`src/design/epi_pkg.sv`:
```
// package for the external pin interrupt block: offsets, fields, resets
package epi_pkg;
  localparam int unsigned EPI_NUM_EXT = 4;
  localparam int unsigned EPI_NUM_PC = 27;
  localparam int unsigned EPI_NUM_GRP = 4;
  // wishbone word byte addresses
  localparam logic [5:0] EPI_OFS_SENSE = 6'h00;
  localparam logic [5:0] EPI_OFS_EXT_EN = 6'h04;
  localparam logic [5:0] EPI_OFS_EXT_FLAG = 6'h08;
  localparam logic [5:0] EPI_OFS_GRP_EN = 6'h0C;
  localparam logic [5:0] EPI_OFS_GRP_FLAG = 6'h10;
  localparam logic [5:0] EPI_OFS_MASK0 = 6'h14;
  localparam logic [5:0] EPI_OFS_MASK1 = 6'h18;
  localparam logic [5:0] EPI_OFS_MASK2 = 6'h1C;
  localparam logic [5:0] EPI_OFS_MASK3 = 6'h20;
  localparam logic [5:0] EPI_OFS_IRQ_STAT = 6'h24;
  localparam logic [5:0] EPI_OFS_IRQ_EN = 6'h28;
  localparam logic [5:0] EPI_OFS_IRQ_CLR = 6'h2C;
  localparam logic [5:0] EPI_OFS_ACK = 6'h30;
  localparam logic [5:0] EPI_OFS_PINS = 6'h34;
  // pin-change group boundaries (lowest input of each group)
  localparam int unsigned EPI_GRP0_LO = 0;
  localparam int unsigned EPI_GRP1_LO = 8;
  localparam int unsigned EPI_GRP2_LO = 16;
  localparam int unsigned EPI_GRP3_LO = 24;
  localparam int unsigned EPI_GRP_W = 8;
  // interrupt status layout: ext flags 3:0, group flags 7:4
  localparam int unsigned EPI_STAT_EXT_LSB = 0;
  localparam int unsigned EPI_STAT_GRP_LSB = 4;
  localparam int unsigned EPI_STAT_W = 8;
  localparam logic [7:0] EPI_SENSE_RST = 8'h00;
  localparam logic [7:0] EPI_MASK_RST = 8'h00;
  localparam logic [3:0] EPI_EN_RST = 4'h0;

  typedef enum logic [1:0] {
    EPI_SENSE_LOW = 2'b00,
    EPI_SENSE_ANY = 2'b01,
    EPI_SENSE_FALL = 2'b10,
    EPI_SENSE_RISE = 2'b11
  } epi_sense_t;

  typedef enum logic [0:0] {
    EPI_BUS_IDLE = 1'b0,
    EPI_BUS_ACK = 1'b1
  } epi_bus_state_t;
endpackage

```
`src/design/epi_edge_det.sv`:
```
// per-pin edge and level detector for the dedicated interrupt pins
`timescale 1ns/100ps
module epi_edge_det
  import epi_pkg::*;
(
  input wire logic clk_i,
  input wire logic rst_i,
  input wire logic pin_i,
  input wire epi_pkg::epi_sense_t sense_i,
  output logic event_o,
  output logic level_o
);
  import epi_pkg::*;

  logic prev_reg;
  logic prev_next;

  always_comb begin
    prev_next = pin_i;
  end

  // previous sample, compared against the current one
  always_ff @(posedge clk_i) begin
    if (rst_i) begin
      prev_reg <= 1'b1;
    end else begin
      prev_reg <= prev_next;
    end
  end

  always_comb begin
    case (sense_i)
      EPI_SENSE_ANY: event_o = pin_i ^ prev_reg;
      EPI_SENSE_FALL: event_o = prev_reg & ~pin_i;
      EPI_SENSE_RISE: event_o = ~prev_reg & pin_i;
      default: event_o = 1'b0;
    endcase
  end

  // level is purely combinational so it still works with the clock gated
  always_comb begin
    level_o = (sense_i == EPI_SENSE_LOW) & ~pin_i;
  end
endmodule

```
`src/design/epi_ext_irq.sv`:
```
// external pin interrupt controller with wishbone register access
//
// The Wishbone interface to the registers and the register addresses were left to the implementer.
`timescale 1ns/100ps
// Notes on behaviour
// inputs raise requests even when the pin is driven as an output
// group two request on any unmasked change of inputs 23..16
// group one request on any unmasked change of inputs 14..8
// group zero request on any unmasked change of inputs 7..0
// per-group masks select which inputs may contribute
// pin-change wake works with clock stopped; here wake_o and pc_prev_reg are registered on clk_i
// each dedicated pin selects falling, rising or low level sensing
// enabled level-sensed pin requests while pin stays low
// dedicated pin edges are detected only on the running clock
// low-level detection needs no clock; here ext_irq_req_o and wake_o are registered on clk_i
// clock stopped in deep sleep disables edge detection
// level gone before start-up end: wake, but no level request
// external source holds level until start-up completes
// sense codes: 00 low, 01 any change, 10 falling, 11 rising
// pulses longer than one clock always produce a request
// flags clear on vector ack or written one; level mode holds clear
// group flag set when an enabled input change triggers a request
// sample pins each clock and compare with previous sample
// all settings, masks, enables and flags reset to zero
module epi_ext_irq
  import epi_pkg::*;
#(
  parameter int unsigned NUM_EXT = EPI_NUM_EXT,
  parameter int unsigned NUM_PC = EPI_NUM_PC
) (
  input wire logic clk_i,
  input wire logic rst_i,
  input wire logic wb_cyc_i,
  input wire logic wb_stb_i,
  input wire logic wb_we_i,
  input wire logic [5:0] wb_adr_i,
  input wire logic [3:0] wb_sel_i,
  input wire logic [31:0] wb_dat_i,
  output logic [31:0] wb_dat_o,
  output logic wb_ack_o,
  input wire logic [NUM_EXT-1:0] ext_irq_pins_i,
  input wire logic [NUM_PC-1:0] all_pin_change_inputs_i,
  output logic [NUM_EXT-1:0] ext_irq_req_o,
  output logic [3:0] pin_change_req_o,
  output logic pin_change_group_zero_req_o,
  output logic pin_change_group_two_req_o,
  output logic wake_o,
  output logic irq_o
);
  import epi_pkg::*;

  // register state
  logic [7:0] ext_irq_sense_config_reg, ext_irq_sense_config_next;
  logic [3:0] ext_en_reg, ext_en_next;
  logic [3:0] ext_irq_flag_reg, ext_irq_flag_next;
  logic [3:0] grp_en_reg, grp_en_next;
  logic [3:0] grp_flag_reg, grp_flag_next;
  logic [7:0] pin_change_mask_zero_reg, pin_change_mask_zero_next;
  logic [7:0] pin_change_mask_one_reg, pin_change_mask_one_next;
  logic [7:0] pin_change_mask_two_reg, pin_change_mask_two_next;
  logic [7:0] pin_change_mask_three_reg, pin_change_mask_three_next;
  logic [7:0] irq_stat_reg, irq_stat_next;
  logic [7:0] irq_en_reg, irq_en_next;
  logic [NUM_PC-1:0] pc_prev_reg, pc_prev_next;
  epi_bus_state_t bus_reg, bus_next;
  logic [31:0] rdat_reg, rdat_next;
  logic [NUM_EXT-1:0] ext_req_reg, ext_req_next;
  logic [3:0] pc_req_reg, pc_req_next;
  logic wake_reg, wake_next;
  logic irq_reg, irq_next;

  logic [NUM_EXT-1:0] ext_event, ext_level;
  logic [NUM_EXT-1:0] level_mode;
  logic [31:0] pc_mask_all;
  logic [NUM_PC-1:0] pc_change;
  logic [3:0] grp_hit;
  logic wr_stb, rd_stb;

  // one detector per dedicated pin
  genvar gi;
  generate
    for (gi = 0; gi < NUM_EXT; gi++) begin : g_ext
      epi_edge_det u_det (
        .clk_i(clk_i),
        .rst_i(rst_i),
        .pin_i(ext_irq_pins_i[gi]),
        .sense_i(epi_sense_t'(ext_irq_sense_config_reg[2*gi +: 2])),
        .event_o(ext_event[gi]),
        .level_o(ext_level[gi])
      );
      assign level_mode[gi] =
        (ext_irq_sense_config_reg[2*gi +: 2] == EPI_SENSE_LOW);
    end
  endgenerate

  assign pc_mask_all = {pin_change_mask_three_reg, pin_change_mask_two_reg,
                        pin_change_mask_one_reg, pin_change_mask_zero_reg};

  // input pin state is taken directly, even for pins driven as outputs
  always_comb begin
    pc_prev_next = all_pin_change_inputs_i;
    pc_change = (all_pin_change_inputs_i ^ pc_prev_reg)
                & pc_mask_all[NUM_PC-1:0];
  end

  always_comb begin
    grp_hit[0] = |pc_change[EPI_GRP0_LO +: EPI_GRP_W];
    grp_hit[1] = |pc_change[EPI_GRP1_LO +: 7];
    grp_hit[2] = |pc_change[EPI_GRP2_LO +: EPI_GRP_W];
    grp_hit[3] = |pc_change[NUM_PC-1:EPI_GRP3_LO];
  end

  assign wr_stb = wb_cyc_i & wb_stb_i & wb_we_i & (bus_reg == EPI_BUS_IDLE);
  assign rd_stb = wb_cyc_i & wb_stb_i & ~wb_we_i & (bus_reg == EPI_BUS_IDLE);

  // register writes and flag updates; sets win over clears
  always_comb begin
    ext_irq_sense_config_next = ext_irq_sense_config_reg;
    ext_en_next = ext_en_reg;
    grp_en_next = grp_en_reg;
    pin_change_mask_zero_next = pin_change_mask_zero_reg;
    pin_change_mask_one_next = pin_change_mask_one_reg;
    pin_change_mask_two_next = pin_change_mask_two_reg;
    pin_change_mask_three_next = pin_change_mask_three_reg;
    irq_en_next = irq_en_reg;
    ext_irq_flag_next = ext_irq_flag_reg;
    grp_flag_next = grp_flag_reg;
    irq_stat_next = irq_stat_reg;
    if (wr_stb && wb_sel_i[0]) begin
      case (wb_adr_i)
        EPI_OFS_SENSE: ext_irq_sense_config_next = wb_dat_i[7:0];
        EPI_OFS_EXT_EN: ext_en_next = wb_dat_i[3:0];
        EPI_OFS_GRP_EN: grp_en_next = wb_dat_i[3:0];
        EPI_OFS_MASK0: pin_change_mask_zero_next = wb_dat_i[7:0];
        EPI_OFS_MASK1: pin_change_mask_one_next = wb_dat_i[7:0];
        EPI_OFS_MASK2: pin_change_mask_two_next = wb_dat_i[7:0];
        EPI_OFS_MASK3: pin_change_mask_three_next = wb_dat_i[7:0];
        EPI_OFS_IRQ_EN: irq_en_next = wb_dat_i[7:0];
        EPI_OFS_EXT_FLAG: ext_irq_flag_next &= ~wb_dat_i[3:0];
        EPI_OFS_GRP_FLAG: grp_flag_next &= ~wb_dat_i[3:0];
        // core signals vector entry: low nibble ext, high nibble group
        EPI_OFS_ACK: begin
          ext_irq_flag_next &= ~wb_dat_i[3:0];
          grp_flag_next &= ~wb_dat_i[7:4];
        end
        EPI_OFS_IRQ_CLR: irq_stat_next &= ~wb_dat_i[7:0];
        default: ;
      endcase
    end
    ext_irq_flag_next = (ext_irq_flag_next | ext_event) & ~level_mode;
    grp_flag_next = grp_flag_next | grp_hit;
    irq_stat_next = irq_stat_next
                    | {grp_hit, ext_event & ~level_mode}
                    | {4'h0, ext_level & ext_en_reg};
  end

  // requests toward the core and wake; level requests follow the pin
  always_comb begin
    ext_req_next = (ext_irq_flag_next & ext_en_reg & ~level_mode)
                   | (ext_level & ext_en_reg);
    pc_req_next = grp_flag_next & grp_en_reg;
    // wake taps the unclocked level path and the raw change terms;
    // the change compare uses the clocked pc_prev_reg sample, and wake_o is registered
    wake_next = |(ext_level & ext_en_reg)
                | |(grp_hit & grp_en_reg);
    irq_next = |(irq_stat_next & irq_en_reg);
  end

  // bus answer: one wait state, ack drops in the cycle after
  always_comb begin
    bus_next = bus_reg;
    // read data stands only in the ack cycle and is zero otherwise
    rdat_next = 32'h0000_0000;
    case (bus_reg)
      EPI_BUS_IDLE: begin
        if (wr_stb || rd_stb) begin
          bus_next = EPI_BUS_ACK;
        end
        rdat_next = 32'h0000_0000;
        if (rd_stb) begin
          case (wb_adr_i)
            EPI_OFS_SENSE: rdat_next[7:0] = ext_irq_sense_config_reg;
            EPI_OFS_EXT_EN: rdat_next[3:0] = ext_en_reg;
            EPI_OFS_EXT_FLAG: rdat_next[3:0] = ext_irq_flag_reg;
            EPI_OFS_GRP_EN: rdat_next[3:0] = grp_en_reg;
            EPI_OFS_GRP_FLAG: rdat_next[3:0] = grp_flag_reg;
            EPI_OFS_MASK0: rdat_next[7:0] = pin_change_mask_zero_reg;
            EPI_OFS_MASK1: rdat_next[7:0] = pin_change_mask_one_reg;
            EPI_OFS_MASK2: rdat_next[7:0] = pin_change_mask_two_reg;
            EPI_OFS_MASK3: rdat_next[7:0] = pin_change_mask_three_reg;
            EPI_OFS_IRQ_STAT: rdat_next[7:0] = irq_stat_reg;
            EPI_OFS_IRQ_EN: rdat_next[7:0] = irq_en_reg;
            EPI_OFS_PINS: rdat_next[NUM_PC-1:0] = all_pin_change_inputs_i;
            default: rdat_next = 32'h0000_0000;
          endcase
        end
      end
      EPI_BUS_ACK: bus_next = EPI_BUS_IDLE;
      default: bus_next = EPI_BUS_IDLE;
    endcase
  end

  always_ff @(posedge clk_i) begin
    if (rst_i) begin
      ext_irq_sense_config_reg <= EPI_SENSE_RST;
      ext_en_reg <= EPI_EN_RST;
      ext_irq_flag_reg <= EPI_EN_RST;
      grp_en_reg <= EPI_EN_RST;
      grp_flag_reg <= EPI_EN_RST;
      pin_change_mask_zero_reg <= EPI_MASK_RST;
      pin_change_mask_one_reg <= EPI_MASK_RST;
      pin_change_mask_two_reg <= EPI_MASK_RST;
      pin_change_mask_three_reg <= EPI_MASK_RST;
      irq_stat_reg <= EPI_MASK_RST;
      irq_en_reg <= EPI_MASK_RST;
      pc_prev_reg <= '0;
      bus_reg <= EPI_BUS_IDLE;
      rdat_reg <= 32'h0000_0000;
      ext_req_reg <= '0;
      pc_req_reg <= 4'h0;
      wake_reg <= 1'b0;
      irq_reg <= 1'b0;
    end else begin
      ext_irq_sense_config_reg <= ext_irq_sense_config_next;
      ext_en_reg <= ext_en_next;
      ext_irq_flag_reg <= ext_irq_flag_next;
      grp_en_reg <= grp_en_next;
      grp_flag_reg <= grp_flag_next;
      pin_change_mask_zero_reg <= pin_change_mask_zero_next;
      pin_change_mask_one_reg <= pin_change_mask_one_next;
      pin_change_mask_two_reg <= pin_change_mask_two_next;
      pin_change_mask_three_reg <= pin_change_mask_three_next;
      irq_stat_reg <= irq_stat_next;
      irq_en_reg <= irq_en_next;
      pc_prev_reg <= pc_prev_next;
      bus_reg <= bus_next;
      rdat_reg <= rdat_next;
      ext_req_reg <= ext_req_next;
      pc_req_reg <= pc_req_next;
      wake_reg <= wake_next;
      irq_reg <= irq_next;
    end
  end

  assign wb_ack_o = (bus_reg == EPI_BUS_ACK);
  assign wb_dat_o = rdat_reg;
  assign ext_irq_req_o = ext_req_reg;
  assign pin_change_req_o = pc_req_reg;
  assign pin_change_group_zero_req_o = pc_req_reg[0];
  assign pin_change_group_two_req_o = pc_req_reg[2];
  assign wake_o = wake_reg;
  assign irq_o = irq_reg;
endmodule

```
`config.mk`:
```
export PLATFORM = sky130hd
export DESIGN_NAME = epi_ext_irq
export DESIGN_NICKNAME = d
export VERILOG_FILES = /design/src/design/epi_pkg.sv /design/src/design/epi_edge_det.sv /design/src/design/epi_ext_irq.sv
export SDC_FILE = /design/constraint.sdc
export NUM_CORES = 1
export LEC_CHECK = 0
export BUFFER_PORTS_ARGS = -buffer_cell sky130_fd_sc_hd__buf_2
export CAP_MARGIN = 5
export CORE_MARGIN = 5
export CORE_UTILIZATION = 43
export DETAILED_ROUTE_END_ITERATION = 10
export PLACE_DENSITY = 0.65
export SETUP_SLACK_MARGIN = 0.05
export SYNTH_ARGS = -nofsm -noshare
export SYNTH_HDL_FRONTEND = slang
export SYNTH_HIERARCHICAL = 1
export SYNTH_SLANG_ARGS = --single-unit
```
`constraint.sdc`:
```
create_clock -name clk_i -period 2.6 [get_ports clk_i]
set_input_delay 0.52 -clock clk_i [delete_from_list [all_inputs] [get_ports clk_i]]
set_output_delay 0.52 -clock clk_i [all_outputs]
set_load 0.005 [all_outputs]
```
==> flow_metrics.py <==
metrics = {
    "status": {
        "status": "finished, final reports clean",
    },
    "floorplanning": {
        "floorplan.die.height_um": 129.1,
        "initial_core_util": 0.4392,
        "design.core.area_mm2": 0.01388,
        "die_width_um": 129.1,
        "ioPinCount": 123,
        "fp.dieArea_mm2": 0.01666,
        "std_cell_rows": 43,
    },
    "worst_setup_path": {
        "crit_buf_inv": 2,
        "r2r-start": "wb_ack_o$_SDFF_PP0_",
        "timing.critical_path.slowest_cell_delay_ps": 570,
        "path_delay_family": "simple AND/OR/NAND/NOR gates",
        "path_max_fanout": 6,
        "worstPathRequired_ps": 2890,
        "cpMaxStageDelayCell": "or4b_4",
        "startpoint_type": "input port",
        "setup.worst_path.class": "in2reg",
        "worst-endpoint-arrival_ps": 2330,
        "cp_cell_sequence": "buf_2 -> or4b_4 -> nor4_4 -> buf_4 -> nand2_1 -> nand3_1 -> and4b_1 -> a41oi_1",
        "cp-startpoint": "wb_adr_i[0]",
        "crit_end_element": "flip-flop",
    },
    "timing": {
        "maxSlewViolCount": 0,
        "fmax_mhz": 491.2,
        "grt_setup_unrepaired": "false",
        "relSlewSlack": 0.5590,
        "worst_slew_pin_slew_ps": 661.5,
        "setup_tns_ps": 0,
        "worst_clock_skew_ps": 9.787,
        "timing.final.ws_setup_ps": 564.1,
        "hold_vio_cnt_final": 0,
        "post-route-period-util": 0.7830,
        "period_minus_slack_ps": 2036,
        "hold_slack_ps": 332.8,
        "finalSetupViolations": 0,
    },
    "route": {
        "firstDrtPassIters": 5,
        "vias": 5330,
        "vias_per_cell": 5.518,
        "initialDrtViolationCount": 471,
        "avgRoutedWirePerCell_um": 18.71,
        "route.final.wire_length_mm": 18.07,
        "antenna_left": 0,
        "count_of_unresolved_drc_violations_after_routing": 0,
    },
    "power_and_ir_drop": {
        "vdd_drop_max_mv": 0.4483,
        "cellLeakagePower_nw": 3.151,
        "power-per-cell-area_mw_per_mm2": 683.5,
        "finalPower_mw": 5.052,
    },
    "global_routing": {
        "antenna_found_initial": 0,
        "gr-usage-all-layers": 0.2184,
        "first_global_vias": 5144,
        "grt_remaining_overflow": 0,
        "grt_max_degree": 62,
        "global_route_wire_length_before_repair_mm": 27.95,
    },
    "synth": {
        "yosys.cell_types.count": 49,
        "synth_area_per_cell_um2": 8.875,
        "synth_area_mm2": 0.006097,
        "synth-seq-area-share": 0.4597,
        "netlist_instances": 687,
        "ys_warn_count": 6,
        "async_reset_ff_frac": 0,
        "synth_enable_flop_cells": 0,
        "yosys_register_bits": 140,
        "ys.flop_type": "dfxtp_1",
    },
    "clock_tree": {
        "clk_pin_slew_ps": 60,
        "clock-root-buffer": "clkbuf_16",
        "htree_levels": 4,
        "insertion_delay_ps": 420,
        "post-cts-setup-buffers": 0,
        "cts_tree": "built",
        "cts_bufs_inserted": 17,
        "clock_path_buffers": 2,
        "postCtsHoldBufs": 0,
        "cts-resized-gates": 0,
        "cts.sinks": 140,
    },
    "final_layout": {
        "num-nets-final": 859,
        "antenna_cells": 0,
        "mostFrequentLayoutCell": "dfxtp_1",
        "count_of_filler_cells_inserted_in_the_layout": 1296,
        "layout-area-overhead-vs-synth_pct": 21.22,
        "largest_reg_flops": 27,
        "drive_above_1_share": 0.2137,
        "multi_input_comb_area_mm2": 0.003025,
        "commonest_cells_after_routing_fill_and_taps_aside": "140 x dfxtp_1, 112 x nand2_1, 89 x buf_2",
        "final_area_mm2": 0.007391,
        "sequential_cell_area_mm2": 0.002803,
    },
    "run": {
        "max_cap_violations": 0,
    },
    "placement": {
        "globalplace.congestion": 0.9270,
        "io_buffers": 90,
        "preCtsSetupSlack_ps": 151.7,
        "detailed_place.area_mm2": 0.006758,
        "detailed_place_hpwl_mm": 13.18,
    },
    "worst_hold_path": {
        "class_of_the_worst_hold_path": "in2reg",
        "hold_start": "all_pin_change_inputs_i[15]",
    },
}
==> synthesized netlist by cell type (all sizes together), types with 2 or more instances <==
cell	n	area (um2)
nor4	2	27.53
nor3	8	40.04
nor2	33	123.9
nand2	112	420.4
mux2i	35	350.3
a32oi	4	35.03
nor3b	3	22.52
a22o	8	70.07
inv	17	63.81
o22a	4	35.03
nor2b	33	206.5
a22oi	19	142.6
a222oi	3	30.03
mux4	3	67.56
xor2	26	227.7
or2	4	25.02
a21boi	4	30.03
or3b	2	17.52
and2	7	43.79
a21oi	60	300.3
nand3	16	80.08
o21ai	17	85.08
nor4b	2	17.52
o311ai	2	17.52
a31oi	4	25.02
mux2	8	90.09
ha	8	100.1
nand4	4	25.02
clkbuf	32	120.1
nand3b	3	22.52
dfxtp	140	2803
buf	20	117.6
and3	23	143.9
nand2b	6	37.54
a221oi	4	35.03
==> path summary, 6_finish.rpt <==
check             slack [ps]                                 endpoint  cells past startpoint
hold reg to reg          470  pin_change_mask_one_reg[7]$_SDFFE_PP0P_                      2
setup / recovery         560                         irq_o$_SDFF_PP0_                      8
setup reg to reg         590                         irq_o$_SDFF_PP0_                      7
hold / removal           330                  wb_dat_o[15]$_SDFF_PP0_                      2
==> worst reg2reg max path, delay by kind of cell (launching register included) <==
family / cells / cell delay [ps]
DFF: 1 / 320
buffers and inverters: 1 / 190
AOI/OAI and AO/OA: 1 / 110
and+or+nand+nor: 5 / 1270
==> layer usage <==
metal  up-vias  wire length (um)  track usage
li1       2527                 -            -
met1      2516              8059       0.2958
met2       244              8056       0.3271
met3        43              1422      0.06224
met4         0               532      0.09203
met5         -                 0            0
==> cell families (layout without fill, tap and decap cells) <==
group	Yosys count	count (layout)	synth area share
AND/OR/NAND/NOR	262	262	0.2120
buffers and inverters	69	164	0.04946
XOR/XNOR	26	26	0.03735
other	1	5	0.0006150
flip-flops	140	140	0.4597
AO/OA/AOI/OAI	135	135	0.1412
multiplexers	46	46	0.08332
adder cells (fa/ha/maj)	8	8	0.01642
==> power breakdown <==
group	leakage (nW)	total [mW]	switching [mW]	internal, mW
logic	1.72	0.283	0.179	0.104
clock network	0.297	2.58	0.944	1.64
registers	1.14	2.18	0.0121	2.17
==> stage by stage <==
step / std cells / utilization
final: 966 / 0.5325
after global routing: 966 / 0.5325
after CTS: 966 / 0.5325
after detailed placement: 934 / 0.4868
after global placement: 934 / 0.4868
after floorplan: 691 / -
==> area by class of cell <==
class                           instances  area share
Sequential cell                       140      0.3792
Timing Repair Buffer                  115     0.08668
Tap cell                              180     0.03047
Inverter                               17    0.008634
Clock inverter                         12     0.02522
Clock buffer                           20     0.06044
Multi-Input combinational cell        482      0.4093
(Power assumes the default switching activity.)
